## config.mk

```make
export PLATFORM = sky130hd
export DESIGN_NAME = ppd_top
export DESIGN_NICKNAME = d
export VERILOG_FILES = /design/src/ppd_pkg.sv /design/src/ppd_top.sv
export SDC_FILE = /design/constraint.sdc
export NUM_CORES = 1
export LEC_CHECK = 0
export BUFFER_PORTS_ARGS = -buffer_cell sky130_fd_sc_hd__buf_2
export CAP_MARGIN = 20
export CORE_MARGIN = 3
export CORE_UTILIZATION = 54
export DETAILED_ROUTE_END_ITERATION = 8
export HOLD_SLACK_MARGIN = 0.08
export PLACE_DENSITY = 0.83
export REMOVE_ABC_BUFFERS = 1
export SLEW_MARGIN = 20
export SYNTH_ARGS = -nofsm -noshare
export SYNTH_HDL_FRONTEND = slang
export SYNTH_SLANG_ARGS = --single-unit
```

## constraint.sdc

```tcl
create_clock -name pclk -period 2.4 [get_ports pclk]
set_input_delay 0.6 -clock pclk [delete_from_list [all_inputs] [get_ports pclk]]
set_output_delay 0.6 -clock pclk [all_outputs]
set_load 0.03 [all_outputs]
```

## src/ppd_pkg.sv

```systemverilog
// package: constants, register map and carrier types of the power-down block
package ppd_pkg;

  // ****************************************
  // sizes
  // ****************************************
  localparam int unsigned NUM_IO = 8;

  // ****************************************
  // register offsets (byte addresses)
  // ****************************************
  localparam logic [11:0] OFF_CFG    = 12'h000;
  localparam logic [11:0] OFF_SLEW   = 12'h004;
  localparam logic [11:0] OFF_RPWR   = 12'h008;
  localparam logic [11:0] OFF_OUTDAT = 12'h00c;
  localparam logic [11:0] OFF_OUTEN  = 12'h010;
  localparam logic [11:0] OFF_INDAT  = 12'h014;
  localparam logic [11:0] OFF_STATUS = 12'h018;

  // ****************************************
  // cfg field positions
  // ****************************************
  localparam int unsigned CFG_PD_EN_BIT  = 0;
  localparam int unsigned CFG_PU_TMS_BIT = 1;
  localparam int unsigned CFG_PU_TDI_BIT = 2;

  // status field positions
  localparam int unsigned ST_ASLEEP_BIT = 0;
  localparam int unsigned ST_WAKING_BIT = 1;

  // ****************************************
  // reset values
  // ****************************************
  localparam logic [2:0]        CFG_RST  = 3'h0;
  localparam logic [NUM_IO-1:0] SLEW_RST = '0; // 0 = slow switching
  localparam logic [NUM_IO-1:0] RPWR_RST = '0;
  localparam logic [NUM_IO-1:0] ODAT_RST = '0;
  localparam logic [NUM_IO-1:0] OEN_RST  = '0;

  // ****************************************
  // timing
  // ****************************************
  localparam int unsigned CLK_MHZ        = 125;
  localparam int unsigned WAKE_TIME_US   = 1;
  localparam int unsigned WAKE_CYC       = WAKE_TIME_US * CLK_MHZ;
  localparam int unsigned RPA_TIME_NS    = 10;
  localparam int unsigned CLK_PERIOD_NS  = 8;
  localparam int unsigned RPA_CYC        =
    (RPA_TIME_NS + CLK_PERIOD_NS - 1) / CLK_PERIOD_NS;
  localparam logic [7:0]  WAKE_CYC_W     = 8'(WAKE_CYC);
  localparam logic [1:0]  RPA_CYC_W      = 2'(RPA_CYC);

  // ****************************************
  // states and carriers
  // ****************************************
  typedef enum logic [2:0] {
    PPD_RUN   = 3'b001,
    PPD_SLEEP = 3'b010,
    PPD_WAKE  = 3'b100
  } ppd_state_t;

  typedef struct packed {
    logic [NUM_IO-1:0] dat;
    logic [NUM_IO-1:0] oe;
    logic [NUM_IO-1:0] fast;
  } ppd_pins_t;

endpackage : ppd_pkg

```

## src/ppd_top.sv

```systemverilog
// pin-controlled power-down block with apb configuration
//
// Contract
// with power-down enabled, either sleep pin high enters power-down
// entering power-down holds internal state and enabled outputs
// while asleep every pin except the sleep pins is ignored
// sleep pins are not logic i/o; buried macrocell logic remains usable
// outputs in high-z at entry stay high-z throughout power-down
// input hold latches stay active during power-down
// power-down exists only when enabled; otherwise sleep pins are plain i/o
// each output has its own slew bit, slow by default
// each cell has a reduced-power bit adding a fixed delay
// after sleep pins fall, full operation returns within one microsecond
// mode-select and data-in test pins each have optional pull-up
// leaving power-down resumes from held state without reinitialising
`timescale 1ns/1ps
`default_nettype none
module ppd_top
  import ppd_pkg::*;
(
  // clock and reset
  input  wire  logic                      pclk,
  input  wire  logic                      presetn,
  // apb slave
  input  wire  logic                      psel,
  input  wire  logic                      penable,
  input  wire  logic                      pwrite,
  input  wire  logic [11:0]               paddr,
  input  wire  logic [31:0]               pwdata,
  output var   logic [31:0]               prdata,
  output var   logic                      pready,
  output var   logic                      pslverr,
  // sleep pins, two-way when not used for power-down
  input  wire  logic                      sleep_pin_a_i,
  output var   logic                      sleep_pin_a_o,
  output var   logic                      sleep_pin_a_oe,
  input  wire  logic                      sleep_pin_b_i,
  output var   logic                      sleep_pin_b_o,
  output var   logic                      sleep_pin_b_oe,
  // user i/o pins
  input  wire  logic [ppd_pkg::NUM_IO-1:0] io_i,
  output var   ppd_pkg::ppd_pins_t         io_pins,
  // test-port pull-up enables
  output var   logic                      tms_pullup_en,
  output var   logic                      tdi_pullup_en,
  // status
  output var   logic                      asleep,
  output var   logic [ppd_pkg::NUM_IO-1:0] rpwr_delayed
);
  import ppd_pkg::*;

  // ****************************************
  // registers
  // ****************************************
  logic [2:0]        cfg_reg;
  logic [NUM_IO-1:0] slew_reg;
  logic [NUM_IO-1:0] rpwr_reg;
  logic [NUM_IO-1:0] odat_reg;
  logic [NUM_IO-1:0] oen_reg;
  logic [NUM_IO-1:0] in_hold_reg;
  logic              pina_reg;
  logic              pinb_reg;
  ppd_state_t        state_reg;
  ppd_state_t        state_next;
  logic [7:0]        wake_cnt_reg;
  logic [1:0]        rpa_cnt_reg [NUM_IO];

  logic pd_en;
  logic sleep_req;
  logic frozen;
  logic wr_en;
  logic rd_en;
  logic addr_ok;

  function automatic logic map_hit(input logic [11:0] a);
    unique case (a)
      OFF_CFG, OFF_SLEW, OFF_RPWR, OFF_OUTDAT,
      OFF_OUTEN, OFF_INDAT, OFF_STATUS: map_hit = 1'b1;
      default:                          map_hit = 1'b0;
    endcase
  endfunction : map_hit

  assign pd_en     = cfg_reg[CFG_PD_EN_BIT];
  assign sleep_req = pd_en & (sleep_pin_a_i | sleep_pin_b_i);
  assign frozen    = (state_reg == PPD_SLEEP);
  assign wr_en     = psel & penable & pwrite;
  assign rd_en     = psel & ~penable & ~pwrite;
  assign addr_ok   = map_hit(paddr);

  // ****************************************
  // power-down state machine
  // ****************************************
  always_comb begin
    state_next = state_reg;
    unique case (state_reg)
      PPD_RUN: begin
        if (sleep_req) begin
          state_next = PPD_SLEEP;
        end
      end
      PPD_SLEEP: begin
        if (!sleep_req) begin
          state_next = PPD_WAKE;
        end
      end
      PPD_WAKE: begin
        if (sleep_req) begin
          state_next = PPD_SLEEP;
        end else if (wake_cnt_reg == 8'h01) begin
          state_next = PPD_RUN;
        end
      end
      default: state_next = PPD_RUN;
    endcase
  end

  always_ff @(posedge pclk or negedge presetn) begin
    if (!presetn) begin
      state_reg <= PPD_RUN;
    end else begin
      state_reg <= state_next;
    end
  end

  // wake-up count, WAKE_CYC cycles, exactly one microsecond at CLK_MHZ
  always_ff @(posedge pclk or negedge presetn) begin
    if (!presetn) begin
      wake_cnt_reg <= 8'h00;
    end else if (state_reg == PPD_SLEEP) begin
      wake_cnt_reg <= WAKE_CYC_W;
    end else if (wake_cnt_reg != 8'h00) begin
      wake_cnt_reg <= wake_cnt_reg - 8'h01;
    end
  end

  // ****************************************
  // apb register writes
  // ****************************************
  // config stays writable while asleep; it is not a pin
  always_ff @(posedge pclk or negedge presetn) begin
    if (!presetn) begin
      cfg_reg  <= CFG_RST;
      slew_reg <= SLEW_RST;
      rpwr_reg <= RPWR_RST;
    end else if (wr_en) begin
      unique case (paddr)
        OFF_CFG:  cfg_reg  <= pwdata[2:0];
        OFF_SLEW: slew_reg <= pwdata[NUM_IO-1:0];
        OFF_RPWR: rpwr_reg <= pwdata[NUM_IO-1:0];
        default: ;
      endcase
    end
  end

  // logic state held while frozen, kept on release
  always_ff @(posedge pclk or negedge presetn) begin
    if (!presetn) begin
      odat_reg <= ODAT_RST;
      oen_reg  <= OEN_RST;
    end else if (wr_en && !frozen) begin
      unique case (paddr)
        OFF_OUTDAT: odat_reg <= pwdata[NUM_IO-1:0];
        OFF_OUTEN:  oen_reg  <= pwdata[NUM_IO-1:0];
        default: ;
      endcase
    end
  end

  // ****************************************
  // input hold latches
  // ****************************************
  always_ff @(posedge pclk or negedge presetn) begin
    if (!presetn) begin
      in_hold_reg <= '0;
    end else if (!frozen && !sleep_req) begin
      in_hold_reg <= io_i;
    end
  end

  // sleep pin levels read back only while they are plain i/o
  always_ff @(posedge pclk or negedge presetn) begin
    if (!presetn) begin
      pina_reg <= 1'b0;
      pinb_reg <= 1'b0;
    end else if (!frozen && !sleep_req) begin
      pina_reg <= ~pd_en & sleep_pin_a_i;
      pinb_reg <= ~pd_en & sleep_pin_b_i;
    end
  end

  // ****************************************
  // reduced-power delay per cell
  // ****************************************
  // a reduced-power cell lags its plain copy by the adder count
  for (genvar g = 0; g < NUM_IO; g++) begin : g_rpa
    always_ff @(posedge pclk or negedge presetn) begin
      if (!presetn) begin
        rpa_cnt_reg[g]  <= 2'h0;
        rpwr_delayed[g] <= 1'b0;
      end else if (frozen) begin
        rpa_cnt_reg[g]  <= rpa_cnt_reg[g];
      end else if (odat_reg[g] == rpwr_delayed[g]) begin
        rpa_cnt_reg[g]  <= rpwr_reg[g] ? RPA_CYC_W : 2'h0;
      end else if (rpa_cnt_reg[g] == 2'h0) begin
        rpwr_delayed[g] <= odat_reg[g];
        rpa_cnt_reg[g]  <= 2'h0;
      end else begin
        rpa_cnt_reg[g]  <= rpa_cnt_reg[g] - 2'h1;
      end
    end
  end

  // ****************************************
  // pin drivers
  // ****************************************
  always_ff @(posedge pclk or negedge presetn) begin
    if (!presetn) begin
      io_pins <= '0;
    end else begin
      if (!frozen && !sleep_req) begin
        io_pins.dat <= odat_reg;
        io_pins.oe  <= oen_reg;
      end
      io_pins.fast <= slew_reg;
    end
  end

  // sleep pins double as i/o bit 0 and 1 when power-down is off
  always_ff @(posedge pclk or negedge presetn) begin
    if (!presetn) begin
      sleep_pin_a_o  <= 1'b0;
      sleep_pin_a_oe <= 1'b0;
      sleep_pin_b_o  <= 1'b0;
      sleep_pin_b_oe <= 1'b0;
    end else begin
      sleep_pin_a_o  <= odat_reg[0];
      sleep_pin_a_oe <= ~pd_en & oen_reg[0];
      sleep_pin_b_o  <= odat_reg[1];
      sleep_pin_b_oe <= ~pd_en & oen_reg[1];
    end
  end

  // test-port pull-ups follow the config bits, never gated by sleep
  always_ff @(posedge pclk or negedge presetn) begin
    if (!presetn) begin
      tms_pullup_en <= 1'b0;
      tdi_pullup_en <= 1'b0;
    end else begin
      tms_pullup_en <= cfg_reg[CFG_PU_TMS_BIT];
      tdi_pullup_en <= cfg_reg[CFG_PU_TDI_BIT];
    end
  end

  // asleep rises on the edge that enters the sleep state
  always_ff @(posedge pclk or negedge presetn) begin
    if (!presetn) begin
      asleep <= 1'b0;
    end else begin
      asleep <= (state_next == PPD_SLEEP);
    end
  end

  // ****************************************
  // apb read and answer
  // ****************************************
  always_ff @(posedge pclk or negedge presetn) begin
    if (!presetn) begin
      pready  <= 1'b0;
      pslverr <= 1'b0;
    end else begin
      // ready answers every setup, no wait states
      pready  <= psel & ~penable;
      pslverr <= psel & ~penable & ~addr_ok;
    end
  end

  // read data stands only in the access cycle, zero otherwise
  always_ff @(posedge pclk or negedge presetn) begin
    if (!presetn) begin
      prdata <= 32'h0000_0000;
    end else begin
      prdata <= 32'h0000_0000;
      if (rd_en) begin
        unique case (paddr)
          OFF_CFG:    prdata <= {29'h0, cfg_reg};
          OFF_SLEW:   prdata <= {24'h0, slew_reg};
          OFF_RPWR:   prdata <= {24'h0, rpwr_reg};
          OFF_OUTDAT: prdata <= {24'h0, odat_reg};
          OFF_OUTEN:  prdata <= {24'h0, oen_reg};
          OFF_INDAT:  prdata <= {22'h0, pinb_reg, pina_reg, in_hold_reg};
          OFF_STATUS: prdata <= {30'h0,
                                 state_reg == PPD_WAKE,
                                 frozen};
          default:    prdata <= 32'h0000_0000;
        endcase
      end
    end
  end

endmodule : ppd_top
`default_nettype wire

```

**Word level (Yosys, flattened, before mapping)**

Index checks and enable logic that the tools add are counted.

- Register bits: 145

- Add/subtract/negate cells: 9
- Equality and inequality tests: 19
- Muxes and demuxes: 34
- Bitwise operators: 24
- Reductions and logical operators: 29

Operator list:

| cell | number |
|---|---|
| $pmux W10 S7 | 1 |
| $mux W2 | 24 |
| $eq A12 B5 Y1 const B | 3 |
| $eq A12 B4 Y1 const B | 2 |
| $reduce_and A3 Y1 | 8 |
| $logic_not A2 Y1 | 8 |
| $mux W8 | 2 |
| $sub A2 B1 Y2 const B | 8 |
| $not A1 Y1 | 13 |
| $eq A12 B3 Y1 const B | 1 |
| $logic_not A12 Y1 | 1 |
| $mux W3 | 4 |
| $and A1 B1 Y1 | 10 |
| $mux W10 | 1 |
| $reduce_and A2 Y1 | 5 |
| $pmux W3 S3 | 1 |
| $eq A1 B1 Y1 | 8 |
| $eq A8 B1 Y1 const B | 1 |
| $reduce_bool A8 Y1 | 1 |
| $sub A8 B1 Y8 const B | 1 |
| $reduce_or A7 Y1 | 1 |
| $eq A3 B2 Y1 const B | 2 |
| $eq A3 B1 Y1 const B | 1 |
| $eq A3 B3 Y1 const B | 1 |
| other kinds (5) | 7 |

**Logic depth before layout (Yosys ltp)**

Gate-level depths: netlist of the first run.

- Depth after elaboration: 5
- Gate-level depth with buffers: 6

**Worst setup path before layout of the first run**

Ideal clock, no wire load.

- Path kind: input to register
- From: input paddr[5]
- To: register odat_reg[0]
- Data arrival time: 2220 ps
- Required time: 2275 ps
- Path slack: 55 ps
- Stages on the path: 5
- Buffers on the path: 1
- Path through: or3_1 -> buf_6 -> or3_4 -> nor4_4 -> mux2_2

- Longest elaborated chain between the ends: 2

RTL lines:

| what | line | RTL |
|---|---|---|
| from (decl) | ppd_top.sv:28 | `input wire logic [11:0] paddr,` |
| $eq A12 B4 Y1 | ppd_top.sv:161 | `unique case (paddr)` |
| $reduce_and A2 Y1 (no line) | -- |  |
| to (signal assigned) | ppd_top.sv:162 | `OFF_OUTDAT: odat_reg <= pwdata[NUM_IO-1:0];` |
| to (decl) | ppd_top.sv:58 | `logic [NUM_IO-1:0] odat_reg;` |

No other way between the ends.
A chain may end at the register's enable or synchronous reset.

**Worst setup path after layout of the first run**

- From: input paddr[9]
- To: register odat_reg[6]

Same word-level chain as after synthesis.

==> impl_metrics.yaml, run 1 <==
critical_path:
  required_ns: 2.79
  cp-start-kind: "input port"
  path_max_fanout: 8
  crit_type: "in2reg"
  cp.arrival_ns: 2.37
  end_kind: "flip-flop"
route:
  drtIter0Drc: 263
  drt-pass1-iter-count: 6
  drc: 0
  via_per_inst: 5.55
  drt.antenna.violating_nets: 0
  vias: 3990
  wl_per_cell_um: 17.6
  wirelength_um: 12700
grt:
  grt_pass1_vias: 4046
  track_usage_pct: 23.2
  grt_pass1_wl_um: 20400
  antenna_found_initial: 1
  grt-ovfl-total: 0
  grt_max_degree: 49
clock_network:
  cts_hold_buf: 0
  clock-sinks: 123
  root_buffer: "clkbuf_8"
  clkTransAtPathRegs_ns: 0.06
  clk_latency_ns: 0.52
  htreeDepth: 4
  numCtsBuffers: 17
  tritoncts: "yes"
  cts-resized-gates: 0
  clock_path_buffers: 2
  cts_setup_buffers: 0
synth:
  synthTopCellsByArea: "dfrtp_1, mux2_2, nand2_1"
  synthesis.area_mm2: 0.00548
  synthCells: 462
  avgSynthCellArea_um2: 11.9
  synth_top_area_share_pct: 55.7
  yosys_warnings: 0
  ys_ff_latch: 123
  yosysTopAreaCell: "dfrtp_1"
  synthFlopType: "dfrtp_1"
  synth_async_sr_flop_share_pct: 100
  synth_cell_types: 49
  yosysSeqAreaShare_pct: 56.1
  synth_edf_count: 0
layout:
  drive_gt1_share_pct: 39.0
  finalInstanceArea_mm2: 0.00675
  fin_nets: 634
  syn_to_final_growth_pct: 23.2
  largest_register_ffs: 24
place:
  place_area_mm2: 0.00613
  gp_congestion: 0.918
  numPortBuffers: 85
  hpwlAfterDp_um: 8480
floorplanning:
  rows: 36
  core-area_mm2: 0.00982
  die_area_mm2: 0.0114
  die-width_um: 107
  initial_core_util_pct: 55.8
  io_pins: 132
  die_y_um: 107
timing:
  fin_crit_sh_pct: 82.3
  final_max_slew_viol_count: 0
  fmax_mhz: 506
  fin_skew_ns: 0.00882
  tightest_slew_ns: 0.644
  period_minus_slack_ns: 1.98
  hold_violations: 0
  relSlewSlack_pct: 56.7
  rsz0062_at_grt: "no"
  setup_viol: 0
power_and_ir_drop:
  combPwrFrac_pct: 7.6
  powerDensity_mw_per_mm2: 788
  power_switching_w: 0.00125
  p_int_w: 0.00407
  p_leak_nw: 3.55
  pwr-share-seq_pct: 42.0
  ir_worst_vdd_mv: 0.567
  power.total_w: 0.00532
  switching_share_pct: 23.4
  clockPowerShare_pct: 50.4
hold_path:
  hold_path_class: "in2async"
run_status:
  run_status: "finished clean"
flow_run:
  maxCapViolations: 0
-- Yosys cell counts, types with 4 or more instances --
| master | count |
|---|---|
| xor2_1 | 8 |
| nor2b_1 | 5 |
| nand3_1 | 15 |
| nor3_1 | 17 |
| nor4_1 | 6 |
| mux2i_1 | 4 |
| clkbuf_1 | 9 |
| buf_4 | 22 |
| nor2_1 | 33 |
| inv_1 | 8 |
| mux2_2 | 81 |
| o21ai_0 | 4 |
| dfrtp_1 | 122 |
| nand2_1 | 46 |
| a22o_1 | 8 |
| a21oi_1 | 15 |
| a31oi_1 | 6 |
-- placed cells by master, fill, tap and decap left out, types with 2 or more instances in the layout --
cell type    n
and3_1       2
nand2b_1     2
nor2b_1      5
xnor2_1      3
clkbuf_16   16
nand4_1      3
or4_1        2
a21oi_1     15
clkbuf_8     4
dfrtp_1    122
a32oi_1      3
a22oi_1      3
a22o_1       8
nor3_1      17
or3_1        3
ha_1         3
or4b_2       2
xor2_1       8
nor4_1       6
mux2_2      81
o21ai_0      4
nand3_1     15
conb_1      22
clkinv_2     4
nor2_1      33
and2_1       2
buf_12       3
o21bai_1     2
buf_4       21
mux2i_1      4
bufinv_16    4
buf_2       84
o32a_1       2
inv_1        8
nand2_1     46
a31oi_1      6
-- cells by family (layout without fill, tap and decap cells) --
group | after synthesis | after routing | share of synthesized area [%]
xor+xnor | 11 | 11 | 1.76
simple gates | 145 | 145 | 13.1
compound gates | 48 | 48 | 5.91
fa+ha+maj | 3 | 3 | 0.685
other cells | 1 | 23 | 0.0684
mux | 85 | 85 | 17.4
buf+inv | 46 | 148 | 5.02
flops | 123 | 123 | 56.1
-- critical path, stage by stage --
cell and delay [ns]:
buf_2 0.10, nor4_1 0.58, nand2_1 0.26, nor4_4 0.25, buf_4 0.21, mux2_2 0.36
-- layer usage --
metal / vias to the layer above / routed length, um / global-route usage, %
li1: 1809 / - / -
met1: 2003 / 5070 / 29.3
met2: 162 / 6530 / 39.4
met3: 16 / 949 / 6.02
met4: 0 / 127 / 7.12
met5: - / 0 / 0
-- final timing paths --
check	from	endpoint	slack, ns	cells past startpoint
min	presetn	io_pins[9]	0.07	1
min in group pclk	io_i[2]	in_hold_reg[2]	0.31	2
max reg2reg	wake_cnt_reg[0]	wake_cnt_reg[7]	0.50	3
min reg2reg	slew_reg[1]	io_pins[1]	0.40	0
max in group asynchronous	presetn	oen_reg[4]	1.70	2
max	paddr[9]	odat_reg[6]	0.42	6
-- through the flow --
step	setup slack (ns)	TNS, ns	std cells	util [%]	hold slack (ns)
4_1_cts	0.455	0	718	68.8	0.0821
3_3_place_gp	0.0386	0	686	62.4	0.377
6_report	0.424	0	719	68.8	0.0745
5_1_grt	0.258	0	718	68.8	0.104
2_1_floorplan	-1.30	-43.00	445	-	0.304
3_5_place_dp	-0.00484	-0.00484	686	62.4	0.385
-- power groups by stage --
stage,clock network (W),logic [W],registers [W]
6_report,0.00268,0.000406,0.00223
5_1_grt,0.00280,0.000456,0.00225
4_1_cts,0.00270,0.000408,0.00223
3_5_place_dp,0,0.000406,0.00227
3_3_place_gp,0,0.000382,0.00226
2_1_floorplan,0,0.000241,0.00225
-- cell type report --
cell class	instances	area, um2
sequential	123	3080
fill	723	3070
multi-input combinational	314	2210
timing repair buffer	108	638
clock buffer	21	459
tap	133	166
clock inverter	11	165
inverter	8	30.0
antenna	1	2.50
(Power assumes the default switching activity.)
==> run 2: changes to the inputs <==
==> constraint.sdc (replaced) <==
create_clock -name pclk -period 1.9 [get_ports pclk]
set_input_delay 0.475 -clock pclk [delete_from_list [all_inputs] [get_ports pclk]]
set_output_delay 0.475 -clock pclk [all_outputs]
set_load 0.03 [all_outputs]
==> impl_metrics.yaml, run 2 (synthesis results as in run 1) <==
route:
  wirelength_um: 13300
  vias: 4051
  via_per_inst: 5.50
  drt-pass1-iter-count: 4
  wl_per_cell_um: 18.1
  drt.antenna.violating_nets: 0
  drc: 0
  drtIter0Drc: 143
floorplanning:
  io_pins: 132
  core-area_mm2: 0.00982
  die-width_um: 107
  die_area_mm2: 0.0114
  die_y_um: 107
  initial_core_util_pct: 55.8
  rows: 36
timing:
  rsz0062_at_grt: "no"
  period_minus_slack_ns: 1.82
  final_max_slew_viol_count: 0
  fin_skew_ns: 0.00670
  fin_crit_sh_pct: 96.0
  setup_slack_ns: 0.0765
  setup_viol: 0
  fmax_mhz: 548
  hold_violations: 0
clock_network:
  tritoncts: "yes"
  clkTransAtPathRegs_ns: 0.06
  clk_latency_ns: 0.52
  clock_path_buffers: 2
  numCtsBuffers: 17
  cts_setup_buffers: 0
  clock-sinks: 123
  htreeDepth: 4
  root_buffer: "clkbuf_8"
layout:
  postLayoutCoreUtil_pct: 70.1
  n_antenna_cell: 0
  syn_to_final_growth_pct: 25.5
  largest_register_ffs: 24
  fin_nets: 653
  final_common_cell: "dfrtp_1"
  layout_common_cells: "dfrtp_1, buf_2, mux2_2"
  drive_gt1_share_pct: 40.3
  instances_no_fill: 736
grt:
  grt_pass1_vias: 4272
  antenna_found_initial: 0
  grt_use_met2_pct: 42.0
  track_usage_pct: 24.5
  grt-ovfl-total: 0
  use_met3_pct: 5.84
  busiest_layer: "met2"
  grt_pass1_wl_um: 21500
  grtUsageMet1_pct: 29.8
  grt_max_degree: 78
critical_path:
  path_max_fanout: 4
  cp-startpoint: "wake_cnt_reg[3]"
  end_kind: "flip-flop"
  crit_type: "reg2reg"
  rr_startpoint: "wake_cnt_reg[3]"
  cp.arrival_ns: 2.26
  required_ns: 2.34
  cp-start-kind: "flip-flop"
power_and_ir_drop:
  p_int_w: 0.00518
  ir_worst_vdd_mv: 0.664
  powerDensity_mw_per_mm2: 981
  power_switching_w: 0.00157
  clockPowerShare_pct: 49.4
  p_leak_nw: 3.62
  combPwrFrac_pct: 8.9
  power.total_w: 0.00676
  pwr-share-seq_pct: 41.7
  switching_share_pct: 23.3
place:
  gp_congestion: 0.897
  hpwlAfterDp_um: 8980
  place_ws_ns: -0.327
  dpl.cell_count: 704
  numPortBuffers: 85
hold_path:
  min_from: "io_i[5]"
  hold_path_class: "in2reg"
run_status:
  run_status: "finished clean"
flow_run:
  maxCapViolations: 0
run 2: final timing paths:
| kind | to | slack, ns | cells after the start |
|---|---|---|---|
| worst max-delay path | wake_cnt_reg[7] | 0.08 | 3 |
| worst min-delay path | in_hold_reg[5] | 0.19 | 2 |
| worst max register to register | wake_cnt_reg[7] | 0.08 | 3 |
| worst min register to register | io_pins[7] | 0.41 | 0 |
| max in group asynchronous | state_reg[0] | 0.86 | 3 |
| min in group asynchronous | io_pins[1] | 0.36 | 2 |
run 2: cell type report:
cell class | instances | area (um2)
sequential | 123 | 3080
inverter | 8 | 30.0
tap | 133 | 166
fill | 692 | 2940
clock buffer | 24 | 470
clock inverter | 7 | 138
timing repair buffer | 127 | 783
multi-input combinational | 314 | 2220
run 2: critical path, stage by stage, from the launching register on:
cell     delay (ns)
dfrtp_1        0.42
or4_4          0.55
or4b_2         0.61
a21oi_1        0.16
run 2: stage by stage:
stage | hold WS (ns) | instance area [um2] | setup TNS [ns]
floorplan | 0.179 | 5320 | -70.07
global placement | 0.343 | 6260 | -10.02
detailed placement | 0.349 | 6260 | -10.41
CTS | 0.172 | 6880 | 0
global route | 0.179 | 6880 | 0
finish | 0.191 | 6880 | 0
run 2: power groups by stage:
stage,combinational [W],clock [W],sequential [W]
global route,0.000671,0.00349,0.00283
floorplan,0.000305,0,0.00285
CTS,0.000595,0.00336,0.00281
finish,0.000598,0.00334,0.00282
detailed placement,0.000582,0,0.00285
global placement,0.000548,0,0.00284
run 2: what timing repair did:
action                                  4_1_cts  5_1_grt
endpoints found under the setup margin        0        1
resized for setup                             0        1
hold endpoints to repair                     13        0
hold buffers                                  1        0
run 2: routing by layer:
layer	routed length, um	vias up
li1	-	1843
met1	5480	2047
met2	6820	138
met3	716	23
met4	273	0
met5	0	-
==> run 3: changes to the inputs <==
--- a/config.mk
+++ b/config.mk
@@ -6,8 +6,7 @@
 export NUM_CORES = 1
 export LEC_CHECK = 0
 export BUFFER_PORTS_ARGS = -buffer_cell sky130_fd_sc_hd__buf_2
-export CAP_MARGIN = 20
-export CORE_MARGIN = 3
+export CAP_MARGIN = 5
 export CORE_UTILIZATION = 54
 export DETAILED_ROUTE_END_ITERATION = 8
 export HOLD_SLACK_MARGIN = 0.08
==> impl_metrics.yaml, run 3 (synthesis results as in run 1) <==
run_status:
  run_status: "finished clean"
power_and_ir_drop:
  power_switching_w: 0.00161
  p_leak_nw: 3.61
  clockPowerShare_pct: 48.5
  powerDensity_mw_per_mm2: 961
  power.total_w: 0.00660
  combPwrFrac_pct: 9.0
  p_int_w: 0.00500
  pwr-share-seq_pct: 42.5
  switching_share_pct: 24.3
  ir_worst_vdd_mv: 0.916
hold_path:
  worstHoldPathCells: 2
  min_from: "io_i[2]"
  hold_path_class: "in2reg"
  hold_path_end: "in_hold_reg[2]"
route:
  drt-pass1-iter-count: 5
  vias: 4020
  drtIter0Drc: 161
  drt.antenna.violating_nets: 0
  wl_per_cell_um: 16.9
  via_per_inst: 5.46
  wirelength_um: 12400
  drc: 0
clock_network:
  clk_latency_ns: 0.52
  clock-sinks: 123
  clock_path_buffers: 2
  htreeDepth: 4
  numCtsBuffers: 17
  root_buffer: "clkbuf_8"
  tritoncts: "yes"
  clkTransAtPathRegs_ns: 0.06
  cts_setup_buffers: 0
critical_path:
  cp_slowest_cell: "or4b_2"
  cp.arrival_ns: 2.25
  end_kind: "flip-flop"
  path_max_fanout: 4
  crit_type: "reg2reg"
  r2r_end: "wake_cnt_reg[7]"
  rr_startpoint: "wake_cnt_reg[3]"
  path_buf_inv: 0
  cp-start-kind: "flip-flop"
  max_stage_delay_ns: 0.62
  reg2regPathDepth: 3
  required_ns: 2.34
  reg2reg_setup_slack_ns: 0.09
  critical-path-top-delay-family: "simple AND/OR/NAND/NOR gates"
  path_cells: "or4_4 -> or4b_2 -> a21oi_1"
layout:
  fin_nets: 652
  multi_input_area_mm2: 0.00222
  final_common_cell: "dfrtp_1"
  postLayoutCoreUtil_pct: 70.0
  fill_cells: 655
  ff_latch_area_mm2: 0.00308
  instances_no_fill: 736
  layout_common_cells: "dfrtp_1, buf_2, mux2_2"
  drive_gt1_share_pct: 41.0
  largest_register_ffs: 24
  syn_to_final_growth_pct: 25.3
  n_antenna_cell: 0
timing:
  fmax_mhz: 553
  setup_viol: 0
  holdWs_ns: 0.192
  rsz0062_at_grt: "no"
  hold_violations: 0
  period_minus_slack_ns: 1.81
  tns_ns: 0
  final_max_slew_viol_count: 0
  fin_crit_sh_pct: 95.2
  fin_skew_ns: 0.00910
floorplanning:
  rows: 36
  die_y_um: 103
  core-area_mm2: 0.00982
  initial_core_util_pct: 55.8
  die_area_mm2: 0.0106
  io_pins: 132
  die-width_um: 103
grt:
  grt_pass1_wl_um: 20300
  track_usage_pct: 26.0
  grt-ovfl-total: 0
  antenna_found_initial: 0
  grt_max_degree: 47
  grt_pass1_vias: 4148
flow_run:
  maxCapViolations: 0
place:
  numPortBuffers: 85
  dpl.cell_count: 703
  gp_congestion: 0.916
  hpwlAfterDp_um: 8660
## run 3: area by class of cell
type	count	area share, %
Inverter	8	0.437
Clock buffer	18	6.22
Sequential cell	123	44.8
Tap cell	133	2.42
Multi-Input combinational cell	314	32.3
Timing Repair Buffer	126	11.3
Clock inverter	14	2.44
## run 3: worst reg2reg max path: cells and delay by family, from the launching register on
| family | cells | cell delay (ns) |
|---|---|---|
| compound gates | 1 | 0.17 |
| flops | 1 | 0.41 |
| simple gates | 2 | 1.16 |
## run 3: what timing repair did
item / CTS / global route
resized for setup: 0 / 3
hold endpoints to repair: 16 / 0
hold buffers: 1 / 0
setup endpoints to repair: 0 / 9
## run 3: how the worst max path moves through the flow
stage,from,to,slack [ns],cells after the start
after floorplan,state_reg[2],oen_reg[0],-1.80,4
after global placement,paddr[5],prdata[3],-0.38,7
after detailed placement,paddr[5],prdata[3],-0.36,7
after CTS,state_reg[2],rpwr_delayed[1],0.03,4
after global routing,wake_cnt_reg[3],wake_cnt_reg[7],0.03,3
final,wake_cnt_reg[3],wake_cnt_reg[7],0.09,3
## run 3: power by group through the flow
stage / Clock (W) / Sequential, W / Combinational [W]
final: 0.00321 / 0.00280 / 0.000595
after detailed placement: 0 / 0.00284 / 0.000588
after CTS: 0.00325 / 0.00280 / 0.000591
after global placement: 0 / 0.00284 / 0.000551
after global routing: 0.00337 / 0.00282 / 0.000673
after floorplan: 0 / 0.00285 / 0.000305
## run 3: stage by stage
stage               setup slack [ns]  instance area, um2
global route                  0.0264                6870
detailed placement            -0.357                6250
global placement              -0.378                6250
floorplan                      -1.80                5320
CTS                           0.0270                6860
finish                        0.0911                6870
## run 3: layer usage
metal / GRT usage, % / up-vias / part of all wire, %
met4: 11.5 / 0 / 1.8
met5: 0 / - / 0
met2: 44.2 / 177 / 50
met1: 31.6 / 1971 / 42
met3: 6.24 / 22 / 6.6
li1: - / 1850 / -
